==> config.mk <==
export PLATFORM = sky130hd
export DESIGN_NAME = srrm_readback
export DESIGN_NICKNAME = d
export VERILOG_FILES = /design/src/srrm_shift32.v /design/src/srrm_readback.v
export VERILOG_INCLUDE_DIRS = /design/src
export SDC_FILE = /design/constraint.sdc
export NUM_CORES = 1
export LEC_CHECK = 0
export BUFFER_PORTS_ARGS = -buffer_cell sky130_fd_sc_hd__buf_2
export CAP_MARGIN = 20
export CORE_UTILIZATION = 57
export DETAILED_ROUTE_END_ITERATION = 8
export PLACE_DENSITY = 0.81
export SKIP_LAST_GASP = 1
export SYNTH_ARGS = -nofsm -noshare
export SYNTH_HDL_FRONTEND = slang
export SYNTH_SLANG_ARGS = --single-unit
==> constraint.sdc <==
create_clock -name clk -period 2.5 [get_ports clk]
set_clock_uncertainty 0.2 [all_clocks]
set_input_delay 0.375 -clock clk [delete_from_list [all_inputs] [get_ports clk]]
set_output_delay 0.375 -clock clk [all_outputs]
set_load 0.02 [all_outputs]
==> src/srrm_consts.vh <==
`ifndef SRRM_CONSTS_VH
`define SRRM_CONSTS_VH

// readback command pattern in word bits [4:0] (only bit 3 set)
`define SRRM_CMD_LSB 0
`define SRRM_CMD_MSB 4
`define SRRM_CMD_RDBK 5'h08
// register address field of a command word
`define SRRM_ADDR_LSB 28
`define SRRM_ADDR_MSB 31
`define SRRM_ADDR_W 4
// status word field positions
`define SRRM_SEL_LSB 0
`define SRRM_SEL_MSB 3
`define SRRM_BANK_BIT 4
`define SRRM_VER_LSB 5
`define SRRM_VER_MSB 6
`define SRRM_UNUSED_LSB 7
`define SRRM_UNUSED_MSB 15
`define SRRM_Q_LSB 16
`define SRRM_Q_MSB 23
`define SRRM_I_LSB 24
`define SRRM_I_MSB 31
// reset values
`define SRRM_DAC_RESET 8'h80
`define SRRM_SEL_RESET 4'h8
`define SRRM_BANK_RESET 1'h0
`define SRRM_SETUP5_USED_MSB 16
`define SRRM_SETUP5_RESET 32'h00000000
// setup register five address (write command bits [3:0], bit 4 clear)
`define SRRM_ADDR_SETUP5 4'h5
`define SRRM_ADDR_STATUS 4'h0
// word length of the serial link
`define SRRM_WORD_BITS 32
`define SRRM_CNT_W 6
// counter value while the last status bit stands on the pin
`define SRRM_LAST_BIT 6'h1f

`endif

==> src/srrm_shift32.v <==
`timescale 1ns/1ps
`default_nettype none

// ----------------------------------------
// word shifter: lsb-first capture and send
// ----------------------------------------
module srrm_shift32 #(
	parameter WIDTH = 32
) (
	// clock and reset
	input wire clk,
	input wire nrst,
	// controls, one-cycle enables
	input wire shift_in_en,
	input wire in_bit,
	input wire load_en,
	input wire [WIDTH-1:0] load_word,
	input wire shift_out_en,
	// state
	output reg [WIDTH-1:0] in_word_reg,
	output reg [WIDTH-1:0] out_word_reg
);

	// incoming bits land at the top so the first bit ends at bit 0
	always @(posedge clk or negedge nrst) begin
		if (!nrst) begin
			in_word_reg <= {WIDTH{1'b0}};
		end else if (shift_in_en) begin
			in_word_reg <= {in_bit, in_word_reg[WIDTH-1:1]};
		end
	end

	// outgoing word drains from bit 0 upward
	always @(posedge clk or negedge nrst) begin
		if (!nrst) begin
			out_word_reg <= {WIDTH{1'b0}};
		end else if (load_en) begin
			out_word_reg <= load_word;
		end else if (shift_out_en) begin
			out_word_reg <= {1'b0, out_word_reg[WIDTH-1:1]};
		end
	end

endmodule

`default_nettype wire

==> src/srrm_readback.v <==
// Function
// - status low bits name selected setup register
// - bit four reports serial bank select
// - bits five, six hold fixed version code
// - q dac state bits 16-23, reset 0x80
// - i dac state bits 24-31, reset 0x80
// - unused setup5 high bits, status 7-15 zero
// - both dacs start half scale, hold values
`timescale 1ns/1ps
`default_nettype none
`include "srrm_consts.vh"

module srrm_readback #(
	parameter [1:0] VERSION_CODE = 2'h2 // arbitrary value
) (
	// clock and reset
	input wire clk,
	input wire nrst,
	// three-wire serial link pins and readback output
	input wire ser_clk,
	input wire ser_data,
	input wire ser_latch,
	output reg readback_out,
	// offset dac states from the calibration logic
	input wire cal_load,
	input wire [7:0] cal_i_value,
	input wire [7:0] cal_q_value,
	// setup register five contents
	output reg [31:0] setup_five_reg
);

	// ----------------------------------------
	// pin synchronisers
	// ----------------------------------------
	reg [2:0] sync1_reg;
	reg [2:0] sync2_reg;
	reg sclk_prev_reg;
	reg latch_prev_reg;

	// first stage is read only by the second stage
	always @(posedge clk or negedge nrst) begin
		if (!nrst) begin
			// latch idles high: resetting to that level avoids a
			// false latch edge, and a stray command, after reset
			sync1_reg <= 3'h4;
			sync2_reg <= 3'h4;
			sclk_prev_reg <= 1'b0;
			latch_prev_reg <= 1'b1;
		end else begin
			sync1_reg <= {ser_latch, ser_data, ser_clk};
			sync2_reg <= sync1_reg;
			sclk_prev_reg <= sync2_reg[0];
			latch_prev_reg <= sync2_reg[2];
		end
	end

	wire sclk_rise = sync2_reg[0] & ~sclk_prev_reg;
	wire sclk_fall = ~sync2_reg[0] & sclk_prev_reg;
	wire latch_rise = sync2_reg[2] & ~latch_prev_reg;

	// ----------------------------------------
	// readback sequencer
	// ----------------------------------------
	localparam [1:0] ST_IDLE = 2'b01;
	localparam [1:0] ST_SEND = 2'b10;

	reg [1:0] state_reg;
	reg [1:0] state_next;
	reg [`SRRM_CNT_W-1:0] cnt_reg;
	reg [7:0] i_dac_reg;
	reg [7:0] q_dac_reg;
	reg [3:0] sel_reg;
	reg bank_reg;
	wire [31:0] in_word;
	wire [31:0] out_word;
	wire [31:0] status_word;

	wire is_rdbk = in_word[`SRRM_CMD_MSB:`SRRM_CMD_LSB] == `SRRM_CMD_RDBK;
	wire [`SRRM_ADDR_W-1:0] cmd_addr = in_word[`SRRM_ADDR_MSB:`SRRM_ADDR_LSB];
	wire cmd_take = latch_rise & (state_reg == ST_IDLE);
	wire rdbk_take = cmd_take & is_rdbk;
	wire send_shift = (state_reg == ST_SEND) & sclk_fall;
	// the word is loaded in the cycle the command is taken, before the
	// select registers update, so it takes the fields from the command
	wire [3:0] sel_now = rdbk_take ? cmd_addr : sel_reg;
	wire bank_now = rdbk_take ? in_word[`SRRM_ADDR_LSB - 1] : bank_reg;

	// assemble the read-only word; version never comes from a write
	assign status_word = {i_dac_reg,
		q_dac_reg,
		9'h0,
		VERSION_CODE,
		bank_now,
		sel_now};

	srrm_shift32 #(
		.WIDTH(`SRRM_WORD_BITS)
	) u_shift (
		.clk(clk),
		.nrst(nrst),
		.shift_in_en(sclk_rise & ~sync2_reg[2]),
		.in_bit(sync2_reg[1]),
		.load_en(rdbk_take),
		.load_word(status_word),
		.shift_out_en(send_shift),
		.in_word_reg(in_word),
		.out_word_reg(out_word)
	);

	// next state: send exactly one word after a readback command
	always @* begin
		state_next = state_reg;
		case (state_reg)
		ST_IDLE: begin
			if (rdbk_take) begin
				state_next = ST_SEND;
			end
		end
		ST_SEND: begin
			if (send_shift && cnt_reg == `SRRM_LAST_BIT) begin
				state_next = ST_IDLE;
			end
		end
		default: begin
			state_next = ST_IDLE;
		end
		endcase
	end

	// state, bit counter and pin driver; bit 0 shows right after latch
	always @(posedge clk or negedge nrst) begin
		if (!nrst) begin
			state_reg <= ST_IDLE;
			cnt_reg <= {`SRRM_CNT_W{1'b0}};
			readback_out <= 1'b0;
		end else begin
			state_reg <= state_next;
			if (rdbk_take) begin
				cnt_reg <= {`SRRM_CNT_W{1'b0}};
				readback_out <= status_word[0];
			end else if (send_shift) begin
				cnt_reg <= cnt_reg + 1'b1;
				readback_out <= out_word[1];
			end else if (state_reg == ST_IDLE) begin
				readback_out <= 1'b0;
			end
		end
	end

	// ----------------------------------------
	// register writes and dac state
	// ----------------------------------------
	// select field echoes the register and bank of the last readback command
	always @(posedge clk or negedge nrst) begin
		if (!nrst) begin
			sel_reg <= `SRRM_SEL_RESET;
			bank_reg <= `SRRM_BANK_RESET;
		end else if (rdbk_take) begin
			sel_reg <= cmd_addr;
			bank_reg <= in_word[`SRRM_ADDR_LSB - 1];
		end
	end

	// setup five: only low bits are stored, upper bits stay zero
	always @(posedge clk or negedge nrst) begin
		if (!nrst) begin
			setup_five_reg <= `SRRM_SETUP5_RESET;
		end else if (cmd_take && !is_rdbk &&
			in_word[`SRRM_CMD_MSB:`SRRM_CMD_LSB] ==
			{1'b0, `SRRM_ADDR_SETUP5}) begin
			setup_five_reg <= {15'h0,
				in_word[`SRRM_SETUP5_USED_MSB:0]};
		end
	end

	// dacs hold half scale until a calibration delivers values
	always @(posedge clk or negedge nrst) begin
		if (!nrst) begin
			i_dac_reg <= `SRRM_DAC_RESET;
			q_dac_reg <= `SRRM_DAC_RESET;
		end else if (cal_load) begin
			i_dac_reg <= cal_i_value;
			q_dac_reg <= cal_q_value;
		end
	end

endmodule

`default_nettype wire

==> summary.txt <==
Floorplan
  – Initial cell density of the core: between 50 and 60%
  – Number of top-level pins: 55
  – Die width: between 90 and 100 um
  – DIE AREA: about 8500 um^2
  – CORE AREA: 7767 um^2
  – Chip Height: between 90 and 100 um
  – Row count: 32

Timing
  – Fmax: between 400 and 500 MHz
  – Tmin final: between 2 and 2.5 ns
  – Final Max Tran Viols: 0
  – Setup TNS: 0 ns
  – RSZ-0062 raised after global routing: false
  – Worst Tran Pin Value: ~0.6 ns
  – Fin crit share: a little over four fifths
  – Max-slew headroom: 60.68%
  – Fin. Hold Viols: 0
  – Number of setup violations in the final report: 0

Layout
  – Ant. Diodes: 0
  – Largest register FFs: 32
  – Most frequent cells in the layout: dfrtp_1, mux2_1, buf_2
  – # fillers: 483
  – Area Overhead vs Synth: 22.76%
  – Most common cell after layout, fill and taps aside: dfrtp_1
  – Register area: between 2000 and 3000 um^2
  – Multi-input gate area: roughly 1600 um^2
  – Finished Cell Area: roughly 5700 um^2
  – Layout cells sized above 1: 23.61%
  – Layout Nets: roughly 440

Global routing
  – Met2 Resource Use GR: 36.82%
  – Initial antenna violation count: 0
  – First-pass GRT wire length: between 10 and 15 mm
  – Total GRT Usage: approximately 23%
  – Met1 Resource Use GR: around 28%
  – GRT busiest layer: met2
  – Largest net degree at the start of global routing: 40
  – Routing usage on met3: between 7 and 8%
  – Via count of the first global-routing pass: roughly 3000
  – Gr ovfl total: 0

Power and ir drop
  – Peak supply drop: around 0.64 mV
  – Leakage power: ~2.9 nW
  – Power share of the combinational group: under 10%
  – P per Cell Area: 789.5 nW/um^2
  – Sw power: 0.9931 mW
  – Seq pwr share: 44.6%
  – Internal power: 3.477 mW
  – Sw Ratio: between 20 and 25%
  – Clock share of power: 50.8%

Worst setup path
  – RR Endpoint: u_shift.out_word_reg[30]
  – Most used cell, CP: buf_4
  – Setup crit end kind: flip-flop
  – Crit Path Max Fanout: 36
  – Worst endpoint data arrival time: roughly 2.3 ns
  – Reg2reg start: sync2_reg[2]
  – R2r setup slk: between 0.3 and 0.4 ns
  – Startpoint types: flip-flop
  – CP Cell Sequence: nor4b_4 -> buf_4 -> and3_1 -> buf_4 -> o21ai_1
  – Slowest stage delay, CP: about 0.57 ns
  – Critical Path RT: approximately 2.7 ns
  – Reg2Reg Depth: 5
  – CP Class: flip-flop to flip-flop
  – Slowest CP cell: dfstp_2

Status
  – Status: finished clean

Detailed routing
  – Remaining DRCs: 0
  – Initial drt markers: between 150 and 200
  – DR vias/cell: 5.478
  – Routed Antenna Nets: 0
  – DRT Pass-1 Iters: 4
  – Final Routed Wirelength: between 8 and 9 mm
  – Vias: 2925
  – Routed len/inst: about 16 um

Logic synthesis
  – Syn Inst Count: about 350
  – Synth area leader: dfrtp_1
  – Syn_area_per_cell: roughly 13 um^2
  – Synth Register Bits: about 110
  – Synth Warn #: 0
  – Cell variety after synth: 39
  – Share of the synthesized area in the top cell type: around three fifths
  – Synth area leaders: dfrtp_1, mux2_1, mux2i_1, dfstp_2, buf_4
  – Synth Cell Area: 4612 um^2
  – Sequential element share of the synthesized area: approximately three fifths

Hold path
  – Min-Delay Path Depth: 2
  – Worst Hold Class: primary input to flip-flop
  – Hold path start: cal_load
  – WHS Endpoint: i_dac_reg[0]

Clock network
  – Number of buffers created by CTS: 17
  – Sink Count: 113
  – CTS Buffer Depth: 2
  – Number of H-tree levels: 4
  – Clk Latency, worst-skew pair: between 0.5 and 0.6 ns
  – Post-cts resize count: 0
  – CTS clock-pin slew for the worst setup and hold paths: roughly 0.060 ns
  – Clock Tree Root: clkbuf_8
  – CTS tree: yes

Placement
  – Gpl congestion: approximately 0.74
  – HPWL Detailed: slightly below 5 mm
  – Dpl cell area: 4892 um^2
  – PortBufs: 39

Run
  – Number of max-cap violations: 0
## power groups by stage
stage	Sequential (mW)	Clock, mW	Combinational [mW]
floorplan	1.99	0	0.127
finish	1.99	2.27	0.206
CTS	1.99	2.31	0.208
global placement	2.01	0	0.171
detailed placement	2.02	0	0.179
global route	2.00	2.40	0.228
## through the flow
step / util (%) / instances / setup WS [ns] / hold slack, ns / power [mW]
floorplan: - / 367 / 0.5860 / -0.1206 / 2.122
global placement: 62.98 / 482 / 0.4655 / 0.1323 / 2.184
detailed placement: 62.98 / 482 / 0.4141 / 0.1425 / 2.196
CTS: 72.89 / 534 / 0.4019 / 0.1323 / 4.508
global route: 72.89 / 534 / 0.2559 / 0.1512 / 4.631
finish: 72.89 / 534 / 0.3862 / 0.1517 / 4.470
## layout make-up
cell class	count	share of cell area, %
flip-flops and latches	113	50.08
multi-input cells	214	28.57
repair buffers	72	8.972
clock buffers	20	7.691
clock inverters	12	2.365
well taps	102	2.254
inverters	1	0.06630
## worst max-delay path, delay by kind of cell, from the launching register on
| family | cells | cell delay (ns) |
|---|---|---|
| buffers and inverters | 2 | 0.64 |
| AOI/OAI and AO/OA | 1 | 0.14 |
| DFF | 1 | 0.57 |
| and+or+nand+nor | 2 | 0.41 |
## what timing repair did
action                    in CTS  in global routing
hold endpoints to repair      54                  0
hold buffers                  20                  0
buffers inserted               0                  0
## kinds of logic (layout without fill, tap and decap cells)
kind of cell             after synthesis  in the layout  synth area share (%)
AO/OA/AOI/OAI                         43             43                 4.884
XOR/XNOR                               1              1                0.1899
adder cells (fa/ha/maj)                1              1                0.2713
buffers and inverters                 40            105                 5.154
flip-flops                           113            113                 61.48
multiplexers                          78             78                 18.56
other                                  1             15               0.08131
AND/OR/NAND/NOR                       76             76                 9.387
## synth_stat cells, drive strengths merged
| library cell | n |
|---|---|
| mux2 | 60 |
| nand3 | 5 |
| and3b | 1 |
| and3 | 2 |
| o211ai | 1 |
| nand4 | 21 |
| inv | 1 |
| or2 | 2 |
| o21a | 1 |
| nor3b | 2 |
| nor4b | 1 |
| mux2i | 18 |
| nand2 | 28 |
| nand4bb | 1 |
| ha | 1 |
| dfrtp | 107 |
| nor3 | 1 |
| nor2 | 1 |
| nor2b | 4 |
| o21ai | 23 |
| clkbuf | 9 |
| nor4bb | 1 |
| nand2b | 1 |
| xnor2 | 1 |
| o31ai | 1 |
| or4 | 1 |
| or3 | 3 |
| conb | 1 |
| o21bai | 1 |
| a21oi | 16 |
| nor4 | 1 |
| buf | 30 |
| dfstp | 6 |
## routing by layer
layer | vias up | routed length (um)
met5 | - | 0
met4 | 0 | 123
met3 | 12 | 329
met2 | 75 | 4422
met1 | 1480 | 3610
li1 | 1358 | -
## how the worst max path moves through the flow
stage,from,end,cells past startpoint
floorplan,state_reg[0],setup_five_reg[11],6
global route,sync2_reg[2],u_shift.out_word_reg[3],5
detailed placement,sync2_reg[2],u_shift.out_word_reg[1],5
finish,sync2_reg[2],u_shift.out_word_reg[30],5
CTS,sync2_reg[2],u_shift.out_word_reg[30],5
global placement,sync2_reg[2],setup_five_reg[16],3
Power figures use the tool's default switching activity.
